### src/rtl/mci_pkg.sv
/*
 * Shared constants and types of the modem command interpreter: character
 * codes, command line layout, result codes, response text and states.
 * Assumes 8-bit characters on the payload port and 5-digit unit addresses.
 */
package mci_pkg;

    localparam int CHAR_W = 8;
    localparam int ADDR_W = 17;
    localparam int FIFO_DEPTH = 16;

    // ------------------------------------------------------------------
    // character codes
    // ------------------------------------------------------------------
    localparam logic [7:0] CHR_A = 8'h41;
    localparam logic [7:0] CHR_T = 8'h54;
    localparam logic [7:0] CHR_D = 8'h44;
    localparam logic [7:0] CHR_H = 8'h48;
    localparam logic [7:0] CHR_V = 8'h56;
    localparam logic [7:0] CHR_0 = 8'h30;
    localparam logic [7:0] CHR_1 = 8'h31;
    localparam logic [7:0] CHR_9 = 8'h39;
    localparam logic [7:0] CHR_PLUS = 8'h2B;
    localparam logic [7:0] CHR_CR = 8'h0D;

    // ------------------------------------------------------------------
    // command line layout
    // ------------------------------------------------------------------
    localparam int POS_CMD = 2;
    localparam int POS_ARG = 3;
    localparam int POS_DIG = 4;
    localparam int DIAL_DIGITS = 5;
    localparam int LINE_MAX = 9;
    localparam logic [3:0] LEN_PREFIX = 4'h2;
    localparam logic [3:0] LEN_HANG = 4'h3;
    localparam logic [3:0] LEN_VERB = 4'h4;
    localparam logic [3:0] LEN_DIAL = 4'h9;
    localparam logic [3:0] LEN_SAT = 4'hF;
    localparam logic [3:0] LEN_LIMIT = 4'h9;
    localparam logic [1:0] ESC_LAST = 2'h2;

    localparam logic [16:0] DEC_1 = 17'h0_0001;
    localparam logic [16:0] DEC_10 = 17'h0_000A;
    localparam logic [16:0] DEC_100 = 17'h0_0064;
    localparam logic [16:0] DEC_1K = 17'h0_03E8;
    localparam logic [16:0] DEC_10K = 17'h0_2710;

    // ------------------------------------------------------------------
    // results and their text, left aligned, ended by carriage return
    // ------------------------------------------------------------------
    localparam logic [7:0] CODE_OK = 8'h00;
    localparam logic [7:0] CODE_CONNECT = 8'h01;
    localparam logic [7:0] CODE_ERROR = 8'h04;
    localparam logic [63:0] TXT_OK = 64'h4F4B_0D00_0000_0000;
    localparam logic [63:0] TXT_CONNECT = 64'h434F_4E4E_4543_540D;
    localparam logic [63:0] TXT_ERROR = 64'h4552_524F_520D_0000;

    typedef enum logic [1:0] {ST_CMD, ST_RESP, ST_PASS} mci_state_type;
    typedef enum logic [1:0] {RES_OK, RES_CONNECT, RES_ERROR} mci_result_type;

    typedef struct packed {
        logic [ADDR_W-1:0] src;
        logic [CHAR_W-1:0] data;
    } mci_remote_char_type;

endpackage

### src/rtl/mci_top.sv
/*
 * Modem command interpreter on the master's payload port, with the
 * 16-word link FIFO toward the radio network.
 * Assumes one 125 MHz clock, inputs synchronous to it, and a network
 * side that answers address presence within the same cycle.
 */
// Operation
// - only master with emulation enabled interprets commands
// - scan payload port only; dial is payload
// - bare AT answers OK, code 0
// - dial takes five digits, answers CONNECT
// - known address opens link, becomes addressed station
// - open link forwards characters until +++
// - link held until +++, hang-up, late AT or raw mode
// - hang-up or +++ drops link, answers OK
// - ATV0 numeric, ATV1 text, text default
// - bad AT command answers ERROR, code 4
// - non-command characters echoed, otherwise ignored
// - late AT in junk closes link
// - only addressed remote exchanges payload; any remote in raw mode
// - dial acknowledged locally, no reachability check
// - poll simulator idle unless link open or interpreter inactive (raw)
// - diagnostics unaffected by link state
`timescale 1ns/1ps

module mci_fifo #(
    parameter int WIDTH = 8,
    parameter int DEPTH = 16
) (
    input wire logic sys_clk,
    input wire logic sys_rst,
    input wire logic in_valid,
    output logic in_ready,
    input wire logic [WIDTH-1:0] in_data,
    output logic out_valid,
    input wire logic out_ready,
    output logic [WIDTH-1:0] out_data
);
    localparam int AW = $clog2(DEPTH);

    logic [WIDTH-1:0] mem [0:DEPTH-1];
    logic [AW:0] wr_ptr;
    logic [AW:0] rd_ptr;
    wire full = (wr_ptr[AW] != rd_ptr[AW]) && (wr_ptr[AW-1:0] == rd_ptr[AW-1:0]);
    wire empty = (wr_ptr == rd_ptr);
    wire do_wr = in_valid && !full;
    wire do_rd = out_valid && out_ready;

    assign in_ready = !full;
    assign out_valid = !empty;
    assign out_data = mem[rd_ptr[AW-1:0]];

    always_ff @(posedge sys_clk) begin
        if (do_wr) begin
            mem[wr_ptr[AW-1:0]] <= in_data;
        end
    end

    always_ff @(posedge sys_clk or posedge sys_rst) begin
        if (sys_rst) begin
            wr_ptr <= '0;
            rd_ptr <= '0;
        end else begin
            wr_ptr <= wr_ptr + (AW + 1)'(do_wr);
            rd_ptr <= rd_ptr + (AW + 1)'(do_rd);
        end
    end
endmodule // mci_fifo

module mci_top
    import mci_pkg::*;
(
    input wire logic sys_clk,
    input wire logic sys_rst,
    input wire logic is_master,
    input wire logic dialup_emulation_enable,
    input wire logic host_in_valid,
    output logic host_in_ready,
    input wire logic [CHAR_W-1:0] host_in_data,
    output logic host_out_valid,
    input wire logic host_out_ready,
    output logic [CHAR_W-1:0] host_out_data,
    output logic link_out_valid,
    input wire logic link_out_ready,
    output logic [CHAR_W-1:0] link_out_data,
    input wire logic link_in_valid,
    output logic link_in_ready,
    input wire mci_remote_char_type link_in,
    output logic [ADDR_W-1:0] dial_query_addr,
    input wire logic dial_addr_present,
    output logic link_open,
    output logic [ADDR_W-1:0] link_addr,
    output logic rtu_poll_enable
);
    mci_state_type st;
    mci_result_type resp_code;
    logic [7:0] line_buf [0:LINE_MAX-1];
    logic [3:0] line_len;
    logic prev_a;
    logic verbose;
    logic [2:0] resp_idx;
    logic resp_to_pass;
    logic [1:0] plus_cnt;
    logic [1:0] flush_cnt;
    logic hold_valid;
    logic [7:0] hold_data;

    // ------------------------------------------------------------------
    // mode and command decode
    // ------------------------------------------------------------------
    wire active = is_master && dialup_emulation_enable;
    wire raw = !active;
    wire out_free = !host_out_valid || host_out_ready;
    wire in_plus = (host_in_data == CHR_PLUS);
    wire cmd_take = active && (st == ST_CMD) && host_in_valid && out_free;
    wire line_end = cmd_take && (host_in_data == CHR_CR);

    wire is_at = (line_len >= LEN_PREFIX) && (line_buf[0] == CHR_A) && (line_buf[1] == CHR_T);
    wire cmd_bare = is_at && (line_len == LEN_PREFIX);
    wire cmd_hang = is_at && (line_len == LEN_HANG) && (line_buf[POS_CMD] == CHR_H);
    wire verb_arg_ok = (line_buf[POS_ARG] == CHR_0) || (line_buf[POS_ARG] == CHR_1);
    wire cmd_verb = is_at && (line_len == LEN_VERB) && (line_buf[POS_CMD] == CHR_V) && verb_arg_ok;
    logic [DIAL_DIGITS-1:0] dig_ok;
    logic [3:0] dig [0:DIAL_DIGITS-1];
    for (genvar i = 0; i < DIAL_DIGITS; i++) begin : g_dig
        assign dig_ok[i] = (line_buf[POS_DIG+i] >= CHR_0) && (line_buf[POS_DIG+i] <= CHR_9);
        assign dig[i] = 4'(line_buf[POS_DIG+i] - CHR_0);
    end
    wire dial_prefix = (line_buf[POS_CMD] == CHR_D) && (line_buf[POS_ARG] == CHR_T);
    wire cmd_dial = is_at && (line_len == LEN_DIAL) && dial_prefix && (&dig_ok);
    wire cmd_valid = cmd_bare || cmd_hang || cmd_verb || cmd_dial;
    wire late_at = cmd_take && prev_a && (host_in_data == CHR_T) && (line_len > LEN_PREFIX) && !is_at;

    assign dial_query_addr = 17'(dig[0]) * DEC_10K + 17'(dig[1]) * DEC_1K + 17'(dig[2]) * DEC_100
        + 17'(dig[3]) * DEC_10 + 17'(dig[4]) * DEC_1;

    // ------------------------------------------------------------------
    // passthrough and escape holdback
    // ------------------------------------------------------------------
    logic fifo_in_ready;
    wire pass_free = (flush_cnt == '0) && !hold_valid;
    wire pass_take = active && (st == ST_PASS) && host_in_valid && fifo_in_ready && pass_free;
    wire esc_hit = pass_take && in_plus && (plus_cnt == ESC_LAST);
    wire pass_direct = pass_take && !in_plus && (plus_cnt == '0);
    // held pluses go out before the character that broke the run
    wire pass_push = (st == ST_PASS) && ((flush_cnt != '0) || hold_valid || pass_direct);
    wire [7:0] pass_data = (flush_cnt != '0) ? CHR_PLUS : (hold_valid ? hold_data : host_in_data);
    wire fifo_wvalid = raw ? host_in_valid : (active && pass_push);
    wire [7:0] fifo_wdata = raw ? host_in_data : pass_data;
    wire pass_ready = (st == ST_PASS) && fifo_in_ready && pass_free;

    assign host_in_ready = raw ? fifo_in_ready : (((st == ST_CMD) && out_free) || pass_ready);

    mci_fifo #(.WIDTH(CHAR_W), .DEPTH(FIFO_DEPTH)) u_fifo (
        .sys_clk(sys_clk),
        .sys_rst(sys_rst),
        .in_valid(fifo_wvalid),
        .in_ready(fifo_in_ready),
        .in_data(fifo_wdata),
        .out_valid(link_out_valid),
        .out_ready(link_out_ready),
        .out_data(link_out_data)
    );

    // ------------------------------------------------------------------
    // responses and host output
    // ------------------------------------------------------------------
    function automatic logic [7:0] resp_char(mci_result_type code, logic [2:0] idx, logic text);
        logic [63:0] txt;
        logic [7:0] num;
        txt = TXT_ERROR;
        num = CODE_ERROR;
        if (code == RES_OK) begin
            txt = TXT_OK;
            num = CODE_OK;
        end else if (code == RES_CONNECT) begin
            txt = TXT_CONNECT;
            num = CODE_CONNECT;
        end
        if (text) begin
            resp_char = txt[63 - 8 * int'(idx) -: 8];
        end else begin
            resp_char = (idx == '0) ? 8'(CHR_0 + num) : CHR_CR;
        end
    endfunction

    wire [7:0] resp_ch = resp_char(resp_code, resp_idx, verbose);
    wire resp_step = (st == ST_RESP) && out_free;
    wire resp_last = resp_step && (resp_ch == CHR_CR);
    wire fwd_ok = raw || (link_open && (link_in.src == link_addr));
    wire sel_rem = link_in_valid && fwd_ok && out_free && !resp_step && !cmd_take;

    // unaddressed remote data is swallowed so it cannot block the port
    assign link_in_ready = sel_rem || (link_in_valid && !fwd_ok);
    assign rtu_poll_enable = raw || link_open;

    always_ff @(posedge sys_clk or posedge sys_rst) begin
        if (sys_rst) begin
            host_out_valid <= 1'b0;
            host_out_data <= '0;
        end else if (out_free) begin
            host_out_valid <= resp_step || cmd_take || sel_rem;
            if (resp_step) begin
                host_out_data <= resp_ch;
            end else if (cmd_take) begin
                host_out_data <= host_in_data;
            end else if (sel_rem) begin
                host_out_data <= link_in.data;
            end
        end
    end

    // ------------------------------------------------------------------
    // command line capture
    // ------------------------------------------------------------------
    always_ff @(posedge sys_clk) begin
        if (cmd_take && (line_len < LEN_LIMIT)) begin
            line_buf[line_len] <= host_in_data;
        end
    end

    always_ff @(posedge sys_clk or posedge sys_rst) begin
        if (sys_rst) begin
            line_len <= '0;
            prev_a <= 1'b0;
        end else if (line_end || st != ST_CMD || raw) begin
            line_len <= '0;
            prev_a <= 1'b0;
        end else if (cmd_take) begin
            line_len <= (line_len == LEN_SAT) ? line_len : line_len + 4'h1;
            prev_a <= (host_in_data == CHR_A);
        end
    end

    // ------------------------------------------------------------------
    // sequencer and link state
    // ------------------------------------------------------------------
    always_ff @(posedge sys_clk or posedge sys_rst) begin
        if (sys_rst) begin
            st <= ST_CMD;
            resp_code <= RES_OK;
            resp_idx <= '0;
            resp_to_pass <= 1'b0;
        end else if (raw) begin
            st <= ST_CMD;
        end else if (line_end && (cmd_valid || is_at)) begin
            st <= ST_RESP;
            resp_idx <= '0;
            resp_to_pass <= cmd_dial && dial_addr_present;
            if (cmd_dial) begin
                resp_code <= RES_CONNECT;
            end else if (cmd_valid) begin
                resp_code <= RES_OK;
            end else begin
                resp_code <= RES_ERROR;
            end
        end else if (esc_hit) begin
            st <= ST_RESP;
            resp_idx <= '0;
            resp_to_pass <= 1'b0;
            resp_code <= RES_OK;
        end else if (resp_last) begin
            st <= resp_to_pass ? ST_PASS : ST_CMD;
        end else if (resp_step) begin
            resp_idx <= resp_idx + 3'h1;
        end
    end

    always_ff @(posedge sys_clk or posedge sys_rst) begin
        if (sys_rst) begin
            link_open <= 1'b0;
            link_addr <= '0;
            verbose <= 1'b1;
        end else if (raw) begin
            link_open <= 1'b0;
        end else if (line_end && cmd_dial && dial_addr_present) begin
            link_open <= 1'b1;
            link_addr <= dial_query_addr;
        end else if ((line_end && cmd_hang) || esc_hit || late_at) begin
            link_open <= 1'b0;
        end else if (line_end && cmd_verb) begin
            verbose <= (line_buf[POS_ARG] == CHR_1);
        end
    end

    always_ff @(posedge sys_clk or posedge sys_rst) begin
        if (sys_rst) begin
            plus_cnt <= '0;
            flush_cnt <= '0;
            hold_valid <= 1'b0;
            hold_data <= '0;
        end else if (raw || st != ST_PASS || esc_hit) begin
            plus_cnt <= '0;
            flush_cnt <= '0;
            hold_valid <= 1'b0;
        end else if (flush_cnt != '0) begin
            flush_cnt <= fifo_in_ready ? flush_cnt - 2'h1 : flush_cnt;
        end else if (hold_valid) begin
            hold_valid <= !fifo_in_ready;
        end else if (pass_take && in_plus) begin
            plus_cnt <= plus_cnt + 2'h1;
        end else if (pass_take && (plus_cnt != '0)) begin
            flush_cnt <= plus_cnt;
            hold_valid <= 1'b1;
            hold_data <= host_in_data;
            plus_cnt <= '0;
        end
    end
endmodule // mci_top

### config.mk
export PLATFORM = sky130hd
export DESIGN_NAME = mci_top
export DESIGN_NICKNAME = d
export VERILOG_FILES = /design/src/rtl/mci_pkg.sv /design/src/rtl/mci_top.sv
export SDC_FILE = /design/constraint.sdc
export NUM_CORES = 1
export LEC_CHECK = 0
export BUFFER_PORTS_ARGS = -buffer_cell sky130_fd_sc_hd__buf_2
export CORE_ASPECT_RATIO = 1.5
export CORE_MARGIN = 2
export CORE_UTILIZATION = 58
export DETAILED_ROUTE_END_ITERATION = 10
export PLACE_DENSITY = 0.82
export SETUP_SLACK_MARGIN = 0.15
export SYNTH_ARGS = -nofsm -noshare
export SYNTH_HDL_FRONTEND = slang
export SYNTH_SLANG_ARGS = --single-unit
### constraint.sdc
create_clock -name sys_clk -period 10.4 [get_ports sys_clk]
set_clock_uncertainty 0.05 [all_clocks]
set_input_delay 1.04 -clock sys_clk [delete_from_list [all_inputs] [get_ports sys_clk]]
set_output_delay 1.04 -clock sys_clk [all_outputs]
set_load 0.02 [all_outputs]
# Word-level counts from Yosys, hierarchy flattened
# Memory sizes are Yosys's and may differ from the RTL's.
# Cells that the tools add are included.
# Widths: inputs -> output; s select.
dict set report word_totals {
  regBits 64
  ramBits 200
  inputBits 42
  output_inout_bits 56
  wordCells 266
  mem_count 2
}
# memory depth word_bits rd rd_clocked_by_memory_dff write_ports line
set mem_list {}
lappend mem_list {u_fifo.mem 16 8 1 0 1 mci_top.sv:41} ;# logic [WIDTH-1:0] mem [0:DEPTH-1];
lappend mem_list {line_buf 9 8 9 0 1 mci_top.sv:97} ;# logic [7:0] line_buf [0:LINE_MAX-1];
dict set report classes {
  add_sub_neg 17
  multipliers 4
  magnitude_cmp 13
  eq_ne 36
  n_shift 1
  n_mux 57
  n_bitwise 6
  n_reduce_logical 113
}
# cell count
set ops {}
lappend ops {{$shiftx 71x7->8} 1}
lappend ops {{$eq 8x7->1 const B} 8}
lappend ops {{$mux 8} 8}
lappend ops {{$mux 60} 1}
lappend ops {{$logic_and 1x1->1} 59}
lappend ops {{$mux 59} 1}
lappend ops {{$ge 8x6->1 const B} 5}
lappend ops {{$le 8x6->1 const B} 5}
lappend ops {{$mux 2} 20}
lappend ops {{$eq 8x6->1 const B} 3}
lappend ops {{$logic_or 1x1->1} 20}
lappend ops {{$sub 4x1->4 const B} 5}
lappend ops {{$mux 1} 18}
lappend ops {{$mux 3} 6}
lappend ops {{$add 17x11->17} 1}
lappend ops {{$add 17x14->17} 1}
lappend ops {{$add 17x4->17} 1}
lappend ops {{$add 17x8->17} 1}
lappend ops {{$eq 17x17->1} 1}
lappend ops {{$eq 8x4->1 const B} 2}
lappend ops {{$mul 4x10->13 const B} 1}
lappend ops {{$mux 4} 3}
lappend ops {{$reduce_bool 3->1} 4}
lappend ops {{$mul 4x7->11 const B} 1}
lappend ops {{other kinds (35)} 71}

# Depth between registers and ports, before layout
# Gate-level depths: netlist of the first run.
dict set report logic_depth {
  ltp_word 14
  mapped_depth 20
}

# By module
# From an unflattened synthesis of the first run, not the netlist that was laid out.
dict set report hier_totals {
  cells_unflattened 1009
  hier_area_um2 13848.3
}
# module instances cells_per_inst area_per_inst_um2 seq_area_each_um2
set modules_own_cells {}
lappend modules_own_cells {mci_top 1 727 8293.0 3514.6}
lappend modules_own_cells {mci_fifo 1 282 5555.3 4093.9}

# Least setup slack after synthesis of the first run
# Ideal clock, no wire load.
dict set report synth_path {
  path_type {register to output}
  startpoint {memory line_buf[5][1]}
  endpoint {output port dial_query_addr[16]}
  t_arrival_ps 4947
  required_time_ps 9310
  setup_slack_ps 4363
  stages_incl_launch_ff 20
  path_cell_list {edfxtp_1 > fa_1 > inv_1 > fa_1 > inv_1 > ha_1 > nor2b_1 > o21ai_0 > nand2b_1 > a21o_1 > a21oi_1 > xnor2_1 > ha_1 > ha_1 > ha_1 > nand3_1 > or4b_1 > a31oi_1 > a21oi_1 > xnor2_1}
}
# item line
set synth_rtl {}
lappend synth_rtl {{start, declared} mci_top.sv:97}
lappend synth_rtl {{end, declared} mci_top.sv:89} ;# output logic [ADDR_W-1:0] dial_query_addr,

==> impl_metrics.py, run 1 <==
metrics = {
    "sta": {
        "maxSlewViolCount": 0,
        "fin_crit_ns": 6.82,
        "setup_viol": 0,
        "fin_tns_setup_ns": 0,
        "period_share": 0.656,
        "setup_ws_ns": 3.58,
        "rsz0062_at_grt": "no",
        "fmaxAchievable_mhz": 147,
        "worst_pin_slew_ns": 1.01,
        "hold_violations": 0,
        "maxSlewHeadroom": 0.323,
    },
    "clock_tree": {
        "cts_made_buffers": 25,
        "ctsRootBufferMaster": "clkbuf_16",
        "cts_setup_buffers": 0,
        "cts_max_level": 1,
        "cts_tree": "done",
        "clock_latency_ns": 0.53,
        "clock_path_buffers": 3,
        "cts_hold_buf": 0,
        "clkSinkCount": 264,
        "path_clk_slew_ns": 0.07,
        "post_cts_resized": 0,
    },
    "global_routing": {
        "grt_max_degree": 65,
        "grt_pass1_wl_microns": 44900,
        "gr-total-overflow": 0,
        "antenna_found_initial": 1,
        "grt_use_total": 0.238,
        "first_global_vias": 8471,
    },
    "worst_setup_path": {
        "cp.arrival_ns": 5.73,
        "crit_path_end_kind": "output pin",
        "rrSetupSlack_ns": 5.00,
        "worstPathRequired_ns": 9.31,
        "cp_max_fo": 6,
        "reg2regPathDepth": 20,
        "startpoint_type": "flop",
        "worstSetupPathType": "flop to output pin",
    },
    "place": {
        "dp_cells": 1311,
        "hpwlAfterDp_microns": 20300,
        "dp_slack_ns": 4.10,
        "place.gp.congestion": 0.907,
        "portBuffers": 97,
    },
    "synth": {
        "synth_top_area_cell": "edfxtp_1",
        "synth_top_cell_area_share": 0.443,
        "yosysWarnings": 0,
        "synth_area_per_cell_sq_um": 14.2,
        "syn-cell-area_sq_um": 13600,
        "synth_area_leaders": "edfxtp_1, dfrtp_1, ha_1, mux4_2, fa_1",
        "ys_types": 78,
        "synthArstFlopShare": 0.242,
        "synth_top_flop_cell": "edfxtp_1",
        "synth_seq_cells": 264,
        "syn-num-nets": 1116,
        "synth_cells": 955,
        "synth_edf_count": 200,
        "seq_area_frac_synth": 0.561,
    },
    "outcome": {
        "status": "completed",
    },
    "finish": {
        "drive_gt1_frac": 0.219,
        "fillers": 1637,
        "finalNonFillerCells": 1357,
        "final_net_count": 1219,
        "seq_area_sq_um": 7610,
        "multi_input_area_sq_um": 5570,
        "num_antenna_cells": 0,
        "area_delta_synth_final_pct": 11.6,
    },
    "die": {
        "die_w_microns": 129,
        "die_y_microns": 191,
        "row_count": 68,
        "core_area_sq_um": 23000,
        "io_pins": 98,
        "start_util": 0.590,
        "die_area_sq_um": 24600,
    },
    "hold_path": {
        "holdPathStages": 1,
        "hold_class": "flop to flop",
    },
    "routing": {
        "vias": 8035,
        "ant_nets": 0,
        "drcViolationCount": 0,
        "routed_wl_microns": 28400,
        "routed_via_density": 5.92,
        "first_pass_iters": 5,
        "drt-initial-drc-count": 664,
        "wire_per_inst_microns": 20.9,
    },
    "flow_run": {
        "max_cap_viol_count": 0,
    },
    "pwr": {
        "leakage_nw": 6.12,
        "power_density_nw_per_um2": 178,
        "irDropWorstVdd_mv": 0.146,
    },
}
-- metrics by stage --
step | power, mW | hold slack [ns] | area, sq um | utilization
after global placement | 1.81 | 0.414 | 14300 | 0.623
final | 2.69 | 0.446 | 15100 | 0.659
after global routing | 2.80 | 0.466 | 15100 | 0.659
after CTS | 2.72 | 0.452 | 15100 | 0.659
after floorplan | 1.68 | 0.396 | 13600 | -
after detailed placement | 1.82 | 0.435 | 14300 | 0.623
-- cell usage after synthesis (25+ instances only) --
cell and count:
a21oi_1 28, ha_1 92, xnor2_1 28, mux2_2 25
nor2_1 44, inv_1 66, mux4_2 40, fa_1 27
nand2_1 56, edfxtp_1 200, xor2_1 29, dfrtp_1 63
-- cells by family after synthesis --
logic type,Yosys count,share of synthesized area
DFF,264,0.561
AOI/OAI and AO/OA,111,0.0539
xor gates and xnor gates,57,0.0368
buffers and inverters,94,0.0281
adders and majority gates,119,0.125
and+or+nand+nor,234,0.0970
muxes,76,0.0983
-- per-layer routing --
layer | track usage | vias up | wire, microns
li1 | - | 3746 | -
met5 | 0 | - | 12
met2 | 0.447 | 181 | 15800
met4 | 0.0878 | 2 | 1040
met1 | 0.277 | 4042 | 10600
met3 | 0.0249 | 64 | 929
-- power by group --
| group | internal [mW] | switching, mW | total [mW] |
|---|---|---|---|
| registers | 1.21 | 0.0849 | 1.29 |
| logic | 0.249 | 0.244 | 0.492 |
| clock network | 0.506 | 0.399 | 0.905 |
| total | 1.96 | 0.727 | 2.69 |
-- critical path: stages (launching register included) --
cell      delay (ns)
edfxtp_1        0.52
fa_1            0.66
inv_1           0.11
fa_1            0.51
inv_1           0.04
ha_1            0.32
nor2b_1         0.14
o21ai_0         0.14
nand2b_1        0.11
a21o_1          0.18
a21oi_1         0.16
xnor2_1         0.14
ha_1            0.25
ha_1            0.29
ha_1            0.32
nand3_1         0.12
or4b_1          0.51
a31oi_1         0.19
a21oi_1         0.10
xnor2_1         0.18
buf_2           0.20
-- registers in the layout, summed over array words and instances (netlist names), 2 cells and up --
signal / count
flush_cnt: 2
hold_data: 8
host_out_data: 8
line_buf: 72
line_len: 4
link_addr: 17
plus_cnt: 2
resp_code: 2
resp_idx: 3
st: 2
u_fifo.mem: 128
u_fifo.rd_ptr: 5
u_fifo.wr_ptr: 5
-- worst paths after layout --
path	startpoint	to
worst max register to register	line_buf[5][1]$_DFFE_PP_	link_addr[16]$_DFFE_PP0P_
worst max-delay path	line_buf[5][1]$_DFFE_PP_	dial_query_addr[16]
min in group asynchronous	sys_rst	link_addr[15]$_DFFE_PP0P_
max in group asynchronous	sys_rst	u_fifo.rd_ptr[0]$_DFF_PP0_
worst min register to register	u_fifo.wr_ptr[4]$_DFF_PP0_	u_fifo.wr_ptr[4]$_DFF_PP0_
worst min-delay path	u_fifo.wr_ptr[4]$_DFF_PP0_	u_fifo.wr_ptr[4]$_DFF_PP0_
-- layout by cell type (no fill, tap or decap), types with 27 or more instances in the layout --
cell type,netlist,final
buf_2,12,97
mux4_2,40,40
xor2_1,29,29
nor2_1,44,44
ha_1,92,92
fa_1,27,27
inv_1,66,65
dfrtp_1,63,61
edfxtp_1,200,200
nand2_1,56,56
xnor2_1,28,28
a21oi_1,28,28
-- final cells by class --
class                           instances  share of cell area
Clock inverter                         15              0.0102
Clock buffer                           31              0.0435
Inverter                               66              0.0164
Timing Repair Buffer                  104              0.0356
Multi-Input combinational cell        597               0.368
Tap cell                              280              0.0232
Sequential cell                       264               0.503
Power figures use the tool's default switching activity.
==> inputs of run 2 (changes only) <==
--- a/config.mk
+++ b/config.mk
@@ -8,7 +8,7 @@
 export BUFFER_PORTS_ARGS = -buffer_cell sky130_fd_sc_hd__buf_2
 export CORE_ASPECT_RATIO = 1.5
 export CORE_MARGIN = 2
-export CORE_UTILIZATION = 58
+export CORE_UTILIZATION = 55
 export DETAILED_ROUTE_END_ITERATION = 10
 export PLACE_DENSITY = 0.82
 export SETUP_SLACK_MARGIN = 0.15
==> constraint.sdc (replaced) <==
create_clock -name sys_clk -period 5.9 [get_ports sys_clk]
set_clock_uncertainty 0.05 [all_clocks]
set_input_delay 0.59 -clock sys_clk [delete_from_list [all_inputs] [get_ports sys_clk]]
set_output_delay 0.59 -clock sys_clk [all_outputs]
set_load 0.02 [all_outputs]
==> impl_metrics.py, run 2 (synthesized netlist as in run 1, its figures left out) <==
metrics = {
    "finish": {
        "final_common_cell": "edfxtp_1",
        "finalNonFillerCells": 1416,
        "largest_reg_flops": 128,
        "final_core_util": 0.640,
        "drive_gt1_frac": 0.260,
        "final_cell_mix": "edfxtp_1, buf_2, ha_1",
        "area_delta_synth_final_pct": 15.0,
        "final_net_count": 1234,
        "final_cell_area_sq_um": 15600,
    },
    "clock_tree": {
        "clock_latency_ns": 0.54,
        "path_clk_slew_ns": 0.06,
        "clock_path_buffers": 3,
        "cts_max_level": 1,
        "cts_made_buffers": 24,
        "cts_hold_buf": 0,
        "clkSinkCount": 264,
        "cts_tree": "done",
        "ctsRootBufferMaster": "clkbuf_16",
    },
    "global_routing": {
        "gr-total-overflow": 0,
        "grt_max_degree": 65,
        "grt_pass1_wl_microns": 46500,
        "first_global_vias": 8665,
        "antenna_found_initial": 0,
        "grt_use_total": 0.231,
    },
    "sta": {
        "holdWs_ns": 0.248,
        "period_share": 1.00,
        "worst_pin_slew_ns": 1.06,
        "maxSlewHeadroom": 0.286,
        "maxSlewViolCount": 0,
        "setup_viol": 1,
        "fin_crit_ns": 5.91,
        "rsz0062_at_grt": "yes",
        "setup_ws_ns": -0.0111,
        "hold_violations": 0,
        "fmaxAchievable_mhz": 169,
        "fin_tns_setup_ns": -0.0111,
    },
    "worst_setup_path": {
        "worstSetupPathType": "flop to output pin",
        "cp.arrival_ns": 5.27,
        "cp-endpoint": "dial_query_addr[16]",
        "r2r_start": "line_buf[5][1]$_DFFE_PP_",
        "reg2regPathDepth": 17,
        "worstPathRequired_ns": 5.26,
        "crit_path_end_kind": "output pin",
        "rrSetupSlack_ns": 0.95,
        "r2r_end": "link_addr[16]$_DFFE_PP0P_",
        "startpoint_type": "flop",
        "cp_max_fo": 4,
        "crit_start": "line_buf[5][1]$_DFFE_PP_",
    },
    "routing": {
        "routed_wl_microns": 29700,
        "routed_via_density": 5.80,
        "first_pass_iters": 7,
        "drt-initial-drc-count": 721,
        "ant_nets": 0,
        "wire_per_inst_microns": 20.9,
        "vias": 8213,
        "drcViolationCount": 0,
    },
    "place": {
        "hpwlAfterDp_microns": 20800,
        "dp_cells": 1359,
        "placed_area_sq_um": 14400,
        "place.gp.congestion": 0.904,
        "portBuffers": 97,
    },
    "pwr": {
        "power_density_nw_per_um2": 303,
        "leakage_nw": 6.23,
        "irDropWorstVdd_mv": 0.377,
    },
    "outcome": {
        "violations": "setup timing",
        "status": "complete, but fails checks",
    },
    "die": {
        "start_util": 0.557,
        "die_area_sq_um": 25900,
        "io_pins": 98,
        "die_w_microns": 132,
        "core_area_sq_um": 24300,
        "die_y_microns": 196,
        "row_count": 70,
    },
    "hold_path": {
        "hold_class": "input port to asynchronous set/reset pin",
    },
    "flow_run": {
        "max_cap_viol_count": 0,
    },
}
run 2: worst min-delay path by stage:
| stage | depth (start not counted) | startpoint | slack [ns] | to |
|---|---|---|---|---|
| 2_1_floorplan | 2 | resp_to_pass$_DFFE_PP0P_ | 0.40 | resp_to_pass$_DFFE_PP0P_ |
| 3_3_place_gp | 2 | hold_data[2]$_DFFE_PP0P_ | 0.41 | hold_data[2]$_DFFE_PP0P_ |
| 3_5_place_dp | 2 | resp_to_pass$_DFFE_PP0P_ | 0.43 | resp_to_pass$_DFFE_PP0P_ |
| 4_1_cts | 3 | link_in_valid | 0.24 | host_out_valid$_DFFE_PP0N_ |
| 5_1_grt | 3 | link_in_valid | 0.25 | host_out_valid$_DFFE_PP0N_ |
| 6_report | 3 | sys_rst | 0.25 | link_addr[10]$_DFFE_PP0P_ |
run 2: power by group:
part	total [mW]	internal [mW]	switching [mW]
Clock	1.56	0.885	0.672
Combinational	0.935	0.441	0.494
Sequential	2.23	2.12	0.106
run 2: area by class of cell:
class / instances / area (sq um)
Antenna cell: 1 / 2.50
Sequential cell: 264 / 7610
Clock inverter: 17 / 178
Clock buffer: 27 / 612
Timing Repair Buffer: 120 / 682
Tap cell: 324 / 405
Inverter: 66 / 248
Multi-Input combinational cell: 597 / 5860
Fill cell: 1726 / 8750
run 2: stage by stage:
stage                     worst slack, ns  power, mW
after floorplan                     0.313       2.95
after global placement              0.250       3.18
after detailed placement            0.162       3.22
after CTS                          0.0198       4.77
after global routing               -0.225       4.90
final                             -0.0111       4.72
run 2: routing by layer:
layer,global-route usage,routed length [microns]
met4,0.114,1450
met3,0.0336,1290
met1,0.264,10900
met5,0,0
met2,0.422,16100
run 2: critical path, stage by stage, from the launching register on:
cell and delay (ns):
edfxtp_1 0.45, buf_6 0.17, ha_4 0.24, ha_1 0.28, ha_2 0.18, inv_1 0.06, fa_1 0.55, fa_1 0.44
fa_1 0.54, inv_2 0.05, ha_4 0.28, nand3_2 0.11, o2111ai_4 0.24, or4b_4 0.50, a31oi_1 0.18, a21oi_1 0.11
xnor2_1 0.21, buf_4 0.18
run 2: what timing repair did:
| item | 4_1_cts | 5_1_grt |
|---|---|---|
| buffers inserted | 9 | 3 |
| pin swaps | 23 | 11 |
| setup endpoints to repair | 7 | 6 |
| resized for setup | 24 | 25 |
